[config.mk]
export PLATFORM = sky130hd
export DESIGN_NAME = lgp_pin_config
export DESIGN_NICKNAME = d
export VERILOG_FILES = /design/src/shared/lgp_pkg.sv /design/src/verilog/lgp_pin_config.sv
export SDC_FILE = /design/constraint.sdc
export NUM_CORES = 1
export LEC_CHECK = 0
export BUFFER_PORTS_ARGS = -buffer_cell sky130_fd_sc_hd__buf_4
export CELL_PAD_IN_SITES_DETAIL_PLACEMENT = 0
export CELL_PAD_IN_SITES_GLOBAL_PLACEMENT = 1
export CORE_UTILIZATION = 35
export CTS_CLUSTER_SIZE = 10
export DETAILED_ROUTE_END_ITERATION = 12
export HOLD_SLACK_MARGIN = 0.15
export PLACE_DENSITY = 0.84
export SYNTH_ARGS = -nofsm -noshare
export SYNTH_HDL_FRONTEND = slang
export SYNTH_SLANG_ARGS = --single-unit
[constraint.sdc]
create_clock -name pclk -period 2 [get_ports pclk]
set_clock_uncertainty 0.05 [all_clocks]
set_input_delay 0.2 -clock pclk [delete_from_list [all_inputs] [get_ports pclk]]
set_output_delay 0.2 -clock pclk [all_outputs]
set_load 0.005 [all_outputs]
[src/shared/lgp_pkg.sv]
// Purpose: constants for the link pin configuration block
// Assumes: apb byte addressing, 32-bit data
// Notes:   printed offsets not all multiples of four, so they are indices
package lgp_pkg;
  localparam logic [7:0]  IDX_PINS_ONE_TWO  = 8'h0e;
  localparam logic [7:0]  IDX_PIN_THREE     = 8'h0f;
  localparam logic [7:0]  IDX_PINS_FIVE_SIX = 8'h10;
  localparam logic [7:0]  IDX_PORT_CTRL     = 8'h20;
  localparam logic [7:0]  IDX_PIN_STATUS    = 8'h21;
  localparam int          ADDR_W            = 12;
  localparam logic [7:0]  CFG_RESET         = 8'h00;
  localparam logic [7:0]  MASK_ONE_TWO      = 8'hff;
  localparam logic [7:0]  MASK_THREE        = 8'h0f;
  localparam logic [7:0]  MASK_FIVE_SIX     = 8'hbb;
  localparam int          HI_VAL_BIT        = 7;
  localparam int          HI_MODE_LSB       = 4;
  localparam int          LO_VAL_BIT        = 3;
  localparam int          LO_MODE_LSB       = 0;
  localparam int          SEL_BIT           = 0;
  localparam logic [2:0]  MODE_OUT          = 3'h1;
  localparam logic [2:0]  MODE_IN           = 3'h3;
  localparam logic [2:0]  MODE_REM_HOLD     = 3'h5;
  localparam logic [2:0]  MODE_REM_DEF      = 3'h7;
  localparam logic [1:0]  MODE_FUNC_LO      = 2'h0;
  localparam logic [1:0]  MODE_TRI_LO       = 2'h2;
  localparam logic [1:0]  MODE2_OUT         = 2'h1;
  localparam logic [1:0]  MODE2_IN          = 2'h3;
  typedef enum logic [1:0] {
    LGP_FUNC,
    LGP_TRI,
    LGP_OUT,
    LGP_IN
  } lgp_dir_t;
endpackage : lgp_pkg

[src/verilog/lgp_pin_config.sv]
// Purpose: apb register block configuring link serializer pins
// Assumes: single clock, pin inputs synchronous to pclk
// Notes:   pins 1..3 on primary and secondary port, pins 5 and 6 primary
//
// The APB register port was left to the implementer.
`timescale 1ns/10ps
`default_nettype none
module lgp_pin_config #(
  parameter int NPORT = 2
) (
  input  wire logic              pclk,         // register clock
  input  wire logic              presetn,      // async reset, low
  input  wire logic              psel,         // apb select
  input  wire logic              penable,      // apb access phase
  input  wire logic              pwrite,       // apb direction
  input  wire logic [11:0]       paddr,        // apb byte address
  input  wire logic [31:0]       pwdata,       // apb write data
  output logic      [31:0]       prdata,       // apb read data
  output logic                   pready,       // apb ready
  output logic                   pslverr,      // apb error
  input  wire logic [NPORT-1:0]  link_up,      // link status per port
  input  wire logic [NPORT*3-1:0] remote_val,  // remote pins 1..3 per port
  input  wire logic [NPORT*3-1:0] pin_in,      // pad levels pins 1..3
  input  wire logic [1:0]        pin56_in,     // pad levels pins 5,6
  output logic [NPORT*3-1:0]     pin_out,      // pad drive value
  output logic [NPORT*3-1:0]     pin_oe,       // pad drive enable
  output logic [NPORT*3-1:0]     pin_func,     // functional input select
  output logic [1:0]             pin56_out,    // pins 5,6 drive value
  output logic [1:0]             pin56_oe,     // pins 5,6 drive enable
  output logic [1:0]             pin56_func    // pins 5,6 functional
);

  // elaboration check: the port map below is written for two ports
  if (NPORT != 2)
  begin : g_bad_nport
    $error("lgp_pin_config serves exactly two ports");
  end

  logic [7:0]           one_two_r [NPORT];
  logic [7:0]           three_r   [NPORT];
  logic [7:0]           five_six_r;
  logic                 port_sel_r;
  logic [NPORT*3-1:0]   held_r;
  logic [NPORT*3-1:0]   pin_in_r;
  logic [1:0]           pin56_in_r;
  logic [31:0]          prdata_nxt;
  logic                 unmapped;
  logic                 wr_acc;
  logic                 rd_setup;
  logic [7:0]           idx;

  // word index from the byte address; low bits must be zero
  assign idx      = paddr[9:2];
  assign wr_acc   = psel && penable && pwrite && pready;
  assign rd_setup = psel && !penable && !pwrite;

  function automatic logic is_mapped(input logic [11:0] a);
    logic [7:0] i;
    i = a[9:2];
    is_mapped = (a[1:0] == 2'h0) && (a[11:10] == 2'h0) &&
                (i == lgp_pkg::IDX_PINS_ONE_TWO ||
                 i == lgp_pkg::IDX_PIN_THREE ||
                 i == lgp_pkg::IDX_PINS_FIVE_SIX ||
                 i == lgp_pkg::IDX_PORT_CTRL ||
                 i == lgp_pkg::IDX_PIN_STATUS);
  endfunction : is_mapped

  // three-bit mode decode shared by pins one to three
  function automatic lgp_pkg::lgp_dir_t decode3(input logic [2:0] m);
    if (m[1:0] == lgp_pkg::MODE_FUNC_LO)
      decode3 = lgp_pkg::LGP_FUNC;
    else if (m[1:0] == lgp_pkg::MODE_TRI_LO)
      decode3 = lgp_pkg::LGP_TRI;
    else if (m == lgp_pkg::MODE_IN)
      decode3 = lgp_pkg::LGP_IN;
    else
      decode3 = lgp_pkg::LGP_OUT;
  endfunction : decode3

  function automatic lgp_pkg::lgp_dir_t decode2(input logic [1:0] m);
    unique case (m)
      lgp_pkg::MODE_FUNC_LO: decode2 = lgp_pkg::LGP_FUNC;
      lgp_pkg::MODE_TRI_LO:  decode2 = lgp_pkg::LGP_TRI;
      lgp_pkg::MODE2_OUT:    decode2 = lgp_pkg::LGP_OUT;
      lgp_pkg::MODE2_IN:     decode2 = lgp_pkg::LGP_IN;
    endcase
  endfunction : decode2

  // zero wait states: ready answers in the first access cycle
  always_ff @(posedge pclk or negedge presetn)
  begin
    if (!presetn)
      pready <= 1'b0;
    else
      pready <= psel && !penable;
  end

  assign unmapped = !is_mapped(paddr);

  always_ff @(posedge pclk or negedge presetn)
  begin
    if (!presetn)
      pslverr <= 1'b0;
    else
      pslverr <= psel && !penable && unmapped;
  end

  always_ff @(posedge pclk or negedge presetn)
  begin
    if (!presetn)
      port_sel_r <= 1'b0;
    else if (wr_acc && !unmapped && idx == lgp_pkg::IDX_PORT_CTRL)
      port_sel_r <= pwdata[lgp_pkg::SEL_BIT];
  end

  // per-port configuration, written through the port select
  for (genvar p = 0; p < NPORT; p++)
  begin : g_port
    logic hit;
    assign hit = (port_sel_r == 1'(p));
    always_ff @(posedge pclk or negedge presetn)
    begin
      if (!presetn)
      begin
        one_two_r[p] <= lgp_pkg::CFG_RESET;
        three_r[p]   <= lgp_pkg::CFG_RESET;
      end
      else if (wr_acc && !unmapped && hit)
      begin
        if (idx == lgp_pkg::IDX_PINS_ONE_TWO)
          one_two_r[p] <= pwdata[7:0] & lgp_pkg::MASK_ONE_TWO;
        if (idx == lgp_pkg::IDX_PIN_THREE)
          three_r[p] <= pwdata[7:0] & lgp_pkg::MASK_THREE;
      end
    end
  end

  always_ff @(posedge pclk or negedge presetn)
  begin
    if (!presetn)
      five_six_r <= lgp_pkg::CFG_RESET;
    else if (wr_acc && !unmapped && idx == lgp_pkg::IDX_PINS_FIVE_SIX)
      five_six_r <= pwdata[7:0] & lgp_pkg::MASK_FIVE_SIX;
  end

  always_ff @(posedge pclk or negedge presetn)
  begin
    if (!presetn)
    begin
      pin_in_r   <= '0;
      pin56_in_r <= 2'h0;
    end
    else
    begin
      pin_in_r   <= pin_in;
      pin56_in_r <= pin56_in;
    end
  end

  always_comb
  begin
    prdata_nxt = 32'h0000_0000;
    unique case (idx)
      lgp_pkg::IDX_PINS_ONE_TWO:
        prdata_nxt[7:0] = one_two_r[port_sel_r];
      lgp_pkg::IDX_PIN_THREE:
        prdata_nxt[7:0] = three_r[port_sel_r];
      lgp_pkg::IDX_PINS_FIVE_SIX:
        prdata_nxt[7:0] = five_six_r;
      lgp_pkg::IDX_PORT_CTRL:
        prdata_nxt[lgp_pkg::SEL_BIT] = port_sel_r;
      lgp_pkg::IDX_PIN_STATUS:
        prdata_nxt[7:0] = {pin56_in_r, pin_in_r};
      default:
        prdata_nxt = 32'h0000_0000;
    endcase
    if (unmapped)
      prdata_nxt = 32'h0000_0000;
  end

  always_ff @(posedge pclk or negedge presetn)
  begin
    if (!presetn)
      prdata <= 32'h0000_0000;
    else if (rd_setup)
      prdata <= prdata_nxt;
  end

  // remote value is latched only while the link is up, so a lost link holds
  for (genvar p = 0; p < NPORT; p++)
  begin : g_hold
    always_ff @(posedge pclk or negedge presetn)
    begin
      if (!presetn)
        held_r[p*3 +: 3] <= 3'h0;
      else if (link_up[p])
        held_r[p*3 +: 3] <= remote_val[p*3 +: 3];
    end
  end

  for (genvar k = 0; k < NPORT*3; k++)
  begin : g_pin
    localparam int P = k / 3;
    localparam int N = k % 3;
    logic [2:0]        mode;
    logic              lval;
    logic              rem;
    lgp_pkg::lgp_dir_t dir;
    always_comb
    begin
      unique case (N)
        0: mode = one_two_r[P][lgp_pkg::LO_MODE_LSB +: 3];
        1: mode = one_two_r[P][lgp_pkg::HI_MODE_LSB +: 3];
        default: mode = three_r[P][lgp_pkg::LO_MODE_LSB +: 3];
      endcase
      unique case (N)
        0: lval = one_two_r[P][lgp_pkg::LO_VAL_BIT];
        1: lval = one_two_r[P][lgp_pkg::HI_VAL_BIT];
        default: lval = three_r[P][lgp_pkg::LO_VAL_BIT];
      endcase
    end
    assign dir = decode3(mode);
    always_comb
    begin
      rem = lval;
      if (mode == lgp_pkg::MODE_REM_HOLD)
        rem = held_r[k];
      else if (mode == lgp_pkg::MODE_REM_DEF)
        rem = link_up[P] ? remote_val[k] : lval;
    end
    always_ff @(posedge pclk or negedge presetn)
    begin
      if (!presetn)
      begin
        pin_out[k]  <= 1'b0;
        pin_oe[k]   <= 1'b0;
        pin_func[k] <= 1'b0;
      end
      else
      begin
        pin_oe[k]   <= (dir == lgp_pkg::LGP_OUT);
        pin_out[k]  <= (dir == lgp_pkg::LGP_OUT) ? rem : 1'b0;
        pin_func[k] <= (dir == lgp_pkg::LGP_FUNC);
      end
    end
  end

  for (genvar j = 0; j < 2; j++)
  begin : g_pin56
    lgp_pkg::lgp_dir_t dir;
    logic              val;
    assign dir = decode2(j == 0 ? five_six_r[1:0] : five_six_r[5:4]);
    assign val = (j == 0) ? five_six_r[lgp_pkg::LO_VAL_BIT]
                          : five_six_r[lgp_pkg::HI_VAL_BIT];
    always_ff @(posedge pclk or negedge presetn)
    begin
      if (!presetn)
      begin
        pin56_out[j]  <= 1'b0;
        pin56_oe[j]   <= 1'b0;
        pin56_func[j] <= 1'b0;
      end
      else
      begin
        pin56_oe[j]   <= (dir == lgp_pkg::LGP_OUT);
        pin56_out[j]  <= (dir == lgp_pkg::LGP_OUT) && val;
        pin56_func[j] <= (dir == lgp_pkg::LGP_FUNC);
      end
    end
  end

  property p_tri_no_drive;
    @(posedge pclk) disable iff (!presetn)
    (one_two_r[0][1:0] == lgp_pkg::MODE_TRI_LO) |=> !pin_oe[0];
  endproperty
  a_tri_no_drive: assert property (p_tri_no_drive)
    else $error("pin one drives in high impedance mode");

  property p_out_mode;
    @(posedge pclk) disable iff (!presetn)
    (one_two_r[0][2:0] == lgp_pkg::MODE_OUT) |=>
      pin_oe[0] && pin_out[0] == $past(one_two_r[0][3]);
  endproperty
  a_out_mode: assert property (p_out_mode)
    else $error("pin one local output wrong");

  property p_in_mode;
    @(posedge pclk) disable iff (!presetn)
    (one_two_r[0][6:4] == lgp_pkg::MODE_IN) |=> !pin_oe[1] && !pin_func[1];
  endproperty
  a_in_mode: assert property (p_in_mode)
    else $error("pin two input mode drives");

  property p_hold;
    @(posedge pclk) disable iff (!presetn)
    (one_two_r[0][2:0] == lgp_pkg::MODE_REM_HOLD && !link_up[0]
      && $stable(one_two_r[0])) ##1 (!link_up[0] && $stable(one_two_r[0]))
      |=> $stable(pin_out[0]);
  endproperty
  a_hold: assert property (p_hold)
    else $error("remote hold value changed on lost link");

  property p_default;
    @(posedge pclk) disable iff (!presetn)
    (three_r[0][2:0] == lgp_pkg::MODE_REM_DEF && !link_up[0]) |=>
      pin_out[2] == $past(three_r[0][3]);
  endproperty
  a_default: assert property (p_default)
    else $error("remote default did not fall back");

  property p_pin6;
    @(posedge pclk) disable iff (!presetn)
    pin56_out[1] |-> pin56_oe[1] && $past(five_six_r[7]);
  endproperty
  a_pin6: assert property (p_pin6)
    else $error("pin six driven outside output mode");

  property p_reserved;
    @(posedge pclk) disable iff (!presetn)
    (three_r[0][7:4] == 4'h0) && (three_r[1][7:4] == 4'h0)
      && (five_six_r[6] == 1'b0) && (five_six_r[2] == 1'b0);
  endproperty
  a_reserved: assert property (p_reserved)
    else $error("reserved bit set");

  property p_redirect;
    @(posedge pclk) disable iff (!presetn)
    (wr_acc && !unmapped && idx == lgp_pkg::IDX_PINS_ONE_TWO && port_sel_r)
      |=> $stable(one_two_r[0]) && one_two_r[1] == $past(pwdata[7:0]);
  endproperty
  a_redirect: assert property (p_redirect)
    else $error("port select redirect failed");

endmodule : lgp_pin_config
`default_nettype wire
==> results.json, run 1 <==
{
  "core_area_sq_um": 9910,
  "drv_slew": 0,
  "fin_crit_ns": 1.94,
  "timing.rr.start": "pready",
  "cts_made_buffers": 9,
  "switchingPower_uw": 746,
  "worst_pin_slew_ns": 0.678,
  "synth_area_sq_um": 3620,
  "seq_area_frac_synth_pct": 54.7,
  "vias": 2746,
  "synthDistinctLibCells": 43,
  "tns_ns": 0,
  "combPwrFrac_pct": 8.5,
  "start_util_pct": 36.5,
  "worstSkewPairLatency_ns": 0.35,
  "io_buffers": 74,
  "hp-class": "in -> reg",
  "ys_ff_latch": 79,
  "ant_nets": 0,
  "cp.arrival_ns": 2.13,
  "hold_viol_final": 0,
  "vdd_drop_max_mv": 0.346,
  "path_clk_slew_ns": 0.08,
  "track_usage_pct": 16.3,
  "viasPerCell": 4.80,
  "internal-power_mw": 2.37,
  "rsz0062_at_grt": "false",
  "drc": 0,
  "area_delta_synth_final_pct": 38.3,
  "grt_start_max_net_pins": 54,
  "reg2reg_setup_slack_ns": 0.11,
  "clkPwrFrac_pct": 39.4,
  "syn_area_per_cell_sq_um": 11.9,
  "synth_edf_count": 0,
  "antenna_found_initial": 0,
  "hold-path-endpoint": "held_r[2]",
  "synth_warnings": 0,
  "synth_top_cells_by_area": "dfrtp_1 (55%), mux2_2 (8.7%), buf_4 (5.0%)",
  "drv_cap": 0,
  "fin_crit_sh_pct": 97.2,
  "rr_worst_depth": 5,
  "power_density_nw_per_um2": 624,
  "ios": 123,
  "async_reset_ff_share_pct": 100,
  "path_max_fanout": 6,
  "netlist_instances": 303,
  "grt_overflow": 0,
  "cp.required_ns": 2.18,
  "finalInstanceArea_sq_um": 5000,
  "placed_cell_area_sq_um": 4410,
  "power_frac_seq_pct": 52.1,
  "hold_path_depth": 2,
  "r2r_end": "g_pin[1].mode[1]",
  "diodes": 0,
  "holdCritStartpoint": "link_up[0]",
  "start_kind": "primary input",
  "dpl.hpwl_um": 6030,
  "pre_cts_ws_ns": -0.342,
  "relSlewSlack_pct": 54.8,
  "yosysTopAreaCell": "dfrtp_1",
  "gp_congestion": 0.861,
  "tritoncts": "built",
  "die_h_um": 104,
  "wl_per_cell_um": 14.6,
  "power.total_mw": 3.12,
  "ys.flop_type": "dfrtp_1",
  "cts_root_buf": "clkbuf_8",
  "clk_path_buf_depth": 2,
  "worst_slack_ns": 0.0567,
  "grt_pass1_wl_um": 13800,
  "nets": 499,
  "die_area_sq_um": 10700,
  "clock-sinks": 79,
  "drt_iter0_drc": 166,
  "cts.htree.levels": 3,
  "grt_pass1_vias": 2800,
  "crit_path_end_kind": "flop",
  "drtPass1Iterations": 4,
  "crit_type": "in -> reg",
  "power.leakage_nw": 2.31,
  "swShare_pct": 23.9,
  "wirelength_um": 8350,
  "die_w_um": 104,
  "status": "completed",
  "layout-drive-gt1-share_pct": 36.4,
  "max_freq_mhz": 515,
  "synth_top_area_share_pct": 54.7,
  "rows": 36,
  "finalSetupViolCount": 0,
  "mostFrequentLayoutCells": "buf_4 (91), dfrtp_1 (79), dlygate4sd3_1 (35), conb_1 (24)",
  "final_util_pct": 50.5,
  "final_common_cell": "buf_4"
}
[cell usage after synthesis, drive strengths merged, types with 2 or more instances]
library cell   n
dfrtp         79
mux2          36
buf           27
nand2         20
o21ai         19
nor2          18
inv           12
a22oi          9
nor2b          9
a21boi         7
a22o           7
clkbuf         6
nand3          5
nor4           5
and2           4
mux4           4
nand2b         4
a21oi          3
nand3b         3
nor3           3
or2            3
or3            3
mux2i          2
o22ai          2
or4            2
[worst max path at each step]
stage	to	slack [ns]	startpoint
finish	g_pin[2].lval	0.06	paddr[1]
global route	held_r[0]	0.006	remote_val[0]
CTS	g_pin[1].mode[1]	0.03	paddr[1]
detailed placement	g_pin[0].mode[1]	-0.34	paddr[1]
global placement	g_pin[1].mode[1]	-0.33	paddr[1]
floorplan	g_pin[0].lval	-0.31	paddr[7]
[power groups by stage]
stage                     combinational, mW  sequential, mW  clock, mW
final                                 0.264            1.63       1.23
after CTS                             0.265            1.63       1.24
after global routing                  0.292            1.63       1.32
after global placement                0.196            1.66          0
after floorplan                      0.0926            1.65          0
after detailed placement              0.201            1.66          0
[layer usage]
metal | track usage (%) | routed length (um) | share of wire, %
met1 | 21.1 | 3670 | 44
met2 | 27.3 | 4200 | 50
met3 | 3.27 | 363 | 4.3
met4 | 5.18 | 116 | 1.4
met5 | 0 | 0 | 0
[flip-flops by register name, indices dropped and copies added, names as in the netlist]
signal and cells:
held_r 6, pin_in_r 6, pslverr 1, pin56_oe 2, pin_out 6, pin_func 6, g_port.hit 1, pready 1
pin_oe 6, prdata 8, pin56_out 2, five_six_r 6, g_pin.mode 18, g_pin.lval 6, pin56_func 2, pin56_in_r 2
[logic make-up (layout without fill, tap and decap cells)]
family | count (synthesis) | after routing | share of synthesized area, %
buffers and inverters | 45 | 158 | 7.20
other | 1 | 24 | 0.104
DFF | 79 | 79 | 54.7
AOI/OAI and AO/OA | 53 | 53 | 9.90
muxes | 42 | 42 | 15.1
and+or+nand+nor | 83 | 83 | 13.0
[timing repair]
action / CTS / global route
endpoints found under the setup margin: 0 / 18
hold buffers: 36 / 0
gates resized for setup: 0 / 6
endpoints found under the hold margin: 100 / 0
setup buffers: 0 / 1
[worst max-delay path: stages]
cell,delay [ns]
buf_4,0.11
or4_4,0.53
a2111o_1,0.40
buf_6,0.16
nor4_2,0.23
buf_4,0.17
mux2_2,0.33
[area by class of cell]
class / instances / area [sq um]
repair buffers: 130 / 1100
multi-input cells: 202 / 1510
well taps: 133 / 166
clock buffers: 10 / 138
flip-flops and latches: 79 / 1980
inverters: 12 / 45.0
fillers: 877 / 4910
clock inverters: 6 / 68.8
[through the flow]
step / hold WS, ns / instances
after floorplan: -0.146 / 326
after CTS: 0.209 / 572
final: 0.113 / 572
after detailed placement: 0.231 / 520
after global routing: 0.165 / 572
after global placement: 0.218 / 520
Power figures use the tool's default switching activity.
==> inputs of run 2 (changes only) <==
--- a/config.mk
+++ b/config.mk
@@ -9,6 +9,7 @@
 export CELL_PAD_IN_SITES_DETAIL_PLACEMENT = 0
 export CELL_PAD_IN_SITES_GLOBAL_PLACEMENT = 1
 export CORE_UTILIZATION = 35
+export CTS_BUF_LIST = sky130_fd_sc_hd__clkbuf_16
 export CTS_CLUSTER_SIZE = 10
 export DETAILED_ROUTE_END_ITERATION = 12
 export HOLD_SLACK_MARGIN = 0.15
==> run 2 against run 1 <==
  * Non-clock buffer count down 3
  * Via count down 1.2%
  * Worst hold slack better by 0.017 ns
  * Register-to-register slack about the same
  * Total power up 13%
  * Global-route usage up 0.12 points
  * Final cell count down 0.52%
  * Critical path type unchanged
  * Final area up 1.3%
==> results.json, run 2 (same netlist as run 1, synthesis figures left out) <==
{
  "status": "completed",
  "rows": 36,
  "clkPwrFrac_pct": 46.3,
  "fillCellCount": 872,
  "die_w_um": 104,
  "swShare_pct": 22.5,
  "internal-power_mw": 2.72,
  "seqCellArea_sq_um": 1980,
  "grt_pass1_wl_um": 13700,
  "start_kind": "primary input",
  "gp_congestion": 0.861,
  "grt_overflow": 0,
  "worstPathCellList": "buf_6 -> or4_4 -> a2111o_1 -> or4_4 -> buf_8 -> mux2_4",
  "tns_ns": 0,
  "grt_start_max_net_pins": 54,
  "grt_pass1_vias": 2799,
  "worstSkewPairLatency_ns": 0.34,
  "die_area_sq_um": 10700,
  "tritoncts": "built",
  "combPwrFrac_pct": 7.3,
  "power_frac_seq_pct": 46.3,
  "start_util_pct": 36.5,
  "hp-class": "in -> reg",
  "drt_iter0_drc": 137,
  "drv_cap": 0,
  "cp.required_ns": 2.17,
  "path_max_fanout": 8,
  "antenna_found_initial": 0,
  "mostFrequentLayoutCells": "buf_4 (90), dfrtp_1 (79), dlygate4sd3_1 (32), conb_1 (24)",
  "vias": 2713,
  "crit_slowest_cell": "or4_4",
  "ios": 123,
  "io_buffers": 74,
  "drtPass1Iterations": 4,
  "wirelength_um": 8260,
  "crit_type": "in -> reg",
  "cts.htree.levels": 3,
  "relSlewSlack_pct": 54.8,
  "fin_cells": 569,
  "largest_reg_flops": 18,
  "cp.arrival_ns": 2.16,
  "drc": 0,
  "final_common_cell": "buf_4",
  "crit_top_cell": "or4_4",
  "clock-sinks": 79,
  "area_delta_synth_final_pct": 40.0,
  "dp_cells": 520,
  "multi_input_area_sq_um": 1500,
  "cts_root_buf": "clkbuf_16",
  "vdd_drop_max_mv": 0.335,
  "track_usage_pct": 16.4,
  "ant_nets": 0,
  "hold_viol_final": 0,
  "power_density_nw_per_um2": 694,
  "dpl.hpwl_um": 6030,
  "nets": 496,
  "fin_crit_sh_pct": 99.6,
  "core_area_sq_um": 9910,
  "rsz0062_at_grt": "true",
  "path_clk_slew_ns": 0.06,
  "crit_family": "simple AND/OR/NAND/NOR gates",
  "worst_pin_slew_ns": 0.679,
  "crit_path_end_kind": "flop",
  "cts_made_buffers": 9,
  "max_stage_delay_ns": 0.52,
  "viasPerCell": 4.77,
  "clk_path_buf_depth": 2,
  "power.leakage_nw": 2.34,
  "drv_slew": 0,
  "fin_crit_ns": 1.99,
  "finalSetupViolCount": 0,
  "layout-drive-gt1-share_pct": 36.5,
  "wl_per_cell_um": 14.5,
  "diodes": 0,
  "path_buf_inv": 2,
  "switchingPower_uw": 791,
  "die_h_um": 104,
  "power.total_mw": 3.51,
  "max_freq_mhz": 502
}
==> run 2: final cells by class <==
cell class	instances	share of cell area (%)
clock buffer	9	4.45
clock inverter	7	1.43
inverter	12	0.890
multi-input combinational	202	29.7
sequential	79	39.1
tap	133	3.29
timing repair buffer	127	21.2
==> run 2: through the flow <==
stage | setup WS, ns | hold slack (ns) | util (%) | cell area (sq um)
floorplan | -0.306 | -0.146 | - | 3740
global placement | -0.326 | 0.218 | 44.5 | 4410
detailed placement | -0.342 | 0.231 | 44.5 | 4410
CTS | 0.00856 | 0.156 | 50.9 | 5040
global route | -0.0323 | 0.168 | 51.1 | 5060
finish | 0.00868 | 0.130 | 51.1 | 5060
==> run 2: path summary, 6_finish.rpt <==
path | startpoint | end | slack (ns) | cells after the start
hold / removal | link_up[0] | held_r[2] | 0.13 | 2
max in group asynchronous | presetn | g_pin[5].mode[2] | 0.91 | 3
setup / recovery | paddr[1] | g_pin[0].lval | 0.009 | 6
min in group asynchronous | presetn | pin_out[4] | 0.40 | 2
hold reg to reg | five_six_r[4] | pin56_func[1] | 0.42 | 1
setup reg to reg | pready | g_pin[4].mode[1] | 0.12 | 6
==> run 2: worst register-to-register path, stage by stage, from the launching register on <==
cell and delay, ns:
dfrtp_1 0.35, nand4_1 0.12, or2_2 0.32, buf_4 0.17
nor4_4 0.27, buf_12 0.18, mux2_4 0.30
==> run 2: power by group through the flow <==
stage	Clock, mW	Sequential [mW]	Combinational [mW]
5_1_grt	1.73	1.63	0.285
3_3_place_gp	0	1.66	0.196
2_1_floorplan	0	1.65	0.0926
4_1_cts	1.65	1.63	0.257
3_5_place_dp	0	1.66	0.201
6_report	1.63	1.63	0.257
==> run 2: routing by layer <==
layer,global-route usage (%),up-vias,share of wire (%),wire length (um)
met5,0,-,0,0
met4,5.49,0,1.2,98
met3,4.03,12,5.3,436
met2,26.7,91,50,4100
met1,21.4,1337,44,3620
li1,-,1273,-,-
==> run 2: what timing repair did <==
action                                 CTS  global route
buffers inserted                         0             1
setup endpoints to repair                0            25
endpoints found under the hold margin   99             0
hold buffers                            33             0
resized for setup                        0             6
==> inputs of run 3 (changes only) <==
--- a/config.mk
+++ b/config.mk
@@ -5,15 +5,17 @@
 export SDC_FILE = /design/constraint.sdc
 export NUM_CORES = 1
 export LEC_CHECK = 0
+export ABC_AREA = 1
 export BUFFER_PORTS_ARGS = -buffer_cell sky130_fd_sc_hd__buf_4
+export CAP_MARGIN = 20
 export CELL_PAD_IN_SITES_DETAIL_PLACEMENT = 0
 export CELL_PAD_IN_SITES_GLOBAL_PLACEMENT = 1
-export CORE_UTILIZATION = 35
+export CORE_UTILIZATION = 33
 export CTS_BUF_LIST = sky130_fd_sc_hd__clkbuf_16
 export CTS_CLUSTER_SIZE = 10
 export DETAILED_ROUTE_END_ITERATION = 12
 export HOLD_SLACK_MARGIN = 0.15
-export PLACE_DENSITY = 0.84
+export PLACE_DENSITY = 0.83
 export SYNTH_ARGS = -nofsm -noshare
 export SYNTH_HDL_FRONTEND = slang
 export SYNTH_SLANG_ARGS = --single-unit
==> run 3 against run 2 <==
  * Final cell count rose by 23%
  * Non-clock buffer count fell by 10
  * Combinational power increased by 4%
  * Final area increased by 0.37%
  * Utilization is 6.4 points lower
  * Critical path type unchanged
==> results.json, run 3 <==
{
  "status": "completed",
  "nets": 619,
  "yosys-top-cells-count": "nand2_1 (106), dfrtp_1 (79), inv_1 (46), nor2_1 (35), o21ai_0 (30)",
  "rr_worst_depth": 5,
  "diodes": 0,
  "hp-class": "in -> reg",
  "drv_cap": 0,
  "clk_path_buf_depth": 2,
  "layout-drive-gt1-share_pct": 21.1,
  "cts_made_buffers": 9,
  "start_util_pct": 33.7,
  "post-cts-setup-buffer-count": 0,
  "fin_cells": 702,
  "dpl.hpwl_um": 6840,
  "synth_fa_ha_area_share_pct": 0,
  "combPwrFrac_pct": 7.9,
  "drtPass1Iterations": 6,
  "ys_ff_latch": 79,
  "hold_viol_final": 0,
  "synth.area.mux_share_pct": 0,
  "switchingPower_uw": 774,
  "synth_xor_area_share_pct": 0,
  "max_freq_mhz": 514,
  "rows": 39,
  "path_clk_slew_ns": 0.06,
  "wirelength_um": 9390,
  "path_max_fanout": 2,
  "final_common_cell": "nand2_1",
  "core_area_sq_um": 11400,
  "ys.flop_type": "dfrtp_1",
  "grt_pass1_wl_um": 15500,
  "fillCellCount": 1108,
  "io_buffers": 74,
  "synth_top_area_share_pct": 51.5,
  "swShare_pct": 23.0,
  "tritoncts": "built",
  "crit_path_end_kind": "flop",
  "drt_iter0_drc": 161,
  "vdd_drop_max_mv": 0.401,
  "clkPwrFrac_pct": 43.5,
  "post_cts_resized": 0,
  "seq_area_frac_synth_pct": 51.5,
  "die_h_um": 110,
  "grt_pass1_vias": 3173,
  "largest_reg_flops": 18,
  "tns_ns": 0,
  "synth_edf_count": 0,
  "reg2reg_setup_slack_ns": 0.41,
  "vias": 3204,
  "grt_overflow": 0,
  "dp_cells": 651,
  "synthDistinctLibCells": 33,
  "synth_most_common_cell": "nand2_1",
  "drv_slew": 0,
  "netlist_instances": 441,
  "r2r_end": "g_pin[2].lval",
  "synth_area_sq_um": 3830,
  "cts.htree.levels": 3,
  "holdCritStartpoint": "link_up[0]",
  "timing.rr.start": "pready",
  "area_delta_synth_final_pct": 32.5,
  "die_w_um": 110,
  "hold-path-endpoint": "held_r[1]",
  "finalSetupViolCount": 0,
  "synth_warnings": 0,
  "fin_crit_sh_pct": 97.4,
  "drc": 0,
  "start_kind": "primary input",
  "power.leakage_nw": 2.53,
  "yosysTopAreaCell": "dfrtp_1",
  "antenna_found_initial": 0,
  "mostFrequentLayoutCells": "nand2_1 (106), buf_4 (81), dfrtp_1 (79), inv_1 (47)",
  "cp.required_ns": 2.16,
  "ios": 123,
  "synth_top_family_by_area": "simple AND/OR/NAND/NOR gates",
  "clock-sinks": 79,
  "cts_root_buf": "clkbuf_16",
  "wl_per_cell_um": 13.4,
  "track_usage_pct": 17.3,
  "synthSimpleGateAreaFrac_pct": 22.4,
  "synth-compound-area-share_pct": 14.3,
  "viasPerCell": 4.56,
  "grt_start_max_net_pins": 43,
  "hold_path_depth": 2,
  "power_frac_seq_pct": 48.6,
  "ant_nets": 0,
  "internal-power_mw": 2.59,
  "syn_area_per_cell_sq_um": 8.70,
  "worstSkewPairLatency_ns": 0.33,
  "die_area_sq_um": 12100,
  "synth_top_cells_by_area": "dfrtp_1 (52%), nand2_1 (10%), buf_4 (4.7%)",
  "rsz0062_at_grt": "false",
  "gp_congestion": 0.803,
  "async_reset_ff_share_pct": 100,
  "crit_type": "in -> reg",
  "cp.arrival_ns": 2.11,
  "fin_crit_ns": 1.95,
  "power_density_nw_per_um2": 662
}
==> run 3: routing by layer <==
layer  GRT usage [%]  share of wire [%]
met2            27.7                 45
met1            22.8                 47
met3            3.44                5.1
met4            7.14                2.1
met5               0                  0
==> run 3: cells by family after synthesis <==
family / Yosys count
AND/OR/NAND/NOR: 189
other: 1
buffers and inverters: 87
flip-flops: 79
AO/OA/AOI/OAI: 85
==> run 3: timing repair <==
action / CTS / global route
endpoints found under the setup margin: 0 / 2
endpoints found under the hold margin: 85 / 0
hold buffers: 37 / 0
==> run 3: area by class of cell <==
cell class	count	area, sq um	area share (%)
Sequential cell	79	1980	38.9
Multi-Input combinational cell	298	1500	29.5
Timing Repair Buffer	117	978	19.3
Clock buffer	9	225	4.43
Inverter	49	184	3.62
Tap cell	143	179	3.52
Clock inverter	7	41.3	0.813
==> run 3: stage by stage <==
stage | hold slack [ns] | power, mW | area [sq um] | utilization (%) | setup WS [ns]
floorplan | -0.146 | 1.76 | 3920 | - | 0.650
global placement | 0.150 | 1.87 | 4460 | 39.3 | 0.270
detailed placement | 0.150 | 1.87 | 4460 | 39.3 | 0.220
CTS | 0.154 | 3.40 | 5100 | 44.9 | 0.0716
global route | 0.166 | 3.51 | 5080 | 44.7 | 0.00751
finish | 0.103 | 3.36 | 5080 | 44.7 | 0.0527
==> run 3: critical path: stages <==
cell and delay, ns:
dlygate4sd3_1 0.53, buf_4 0.13, nand2_1 0.08, dlygate4sd3_1 0.54, o21ai_0 0.07, dlygate4sd3_1 0.55
==> run 3: worst max path at each step <==
stage / start / to
global route: remote_val[0] / held_r[0]
detailed placement: paddr[7] / g_pin[2].lval
CTS: remote_val[2] / held_r[2]
floorplan: paddr[9] / five_six_r[4]
global placement: paddr[7] / g_pin[2].mode[0]
finish: remote_val[2] / held_r[2]
==> run 3: power by group through the flow <==
stage	clock (mW)	combinational (mW)	sequential (mW)
after floorplan	0	0.0987	1.66
after global placement	0	0.207	1.66
after detailed placement	0	0.210	1.66
after CTS	1.50	0.272	1.64
after global routing	1.58	0.298	1.64
final	1.46	0.266	1.64
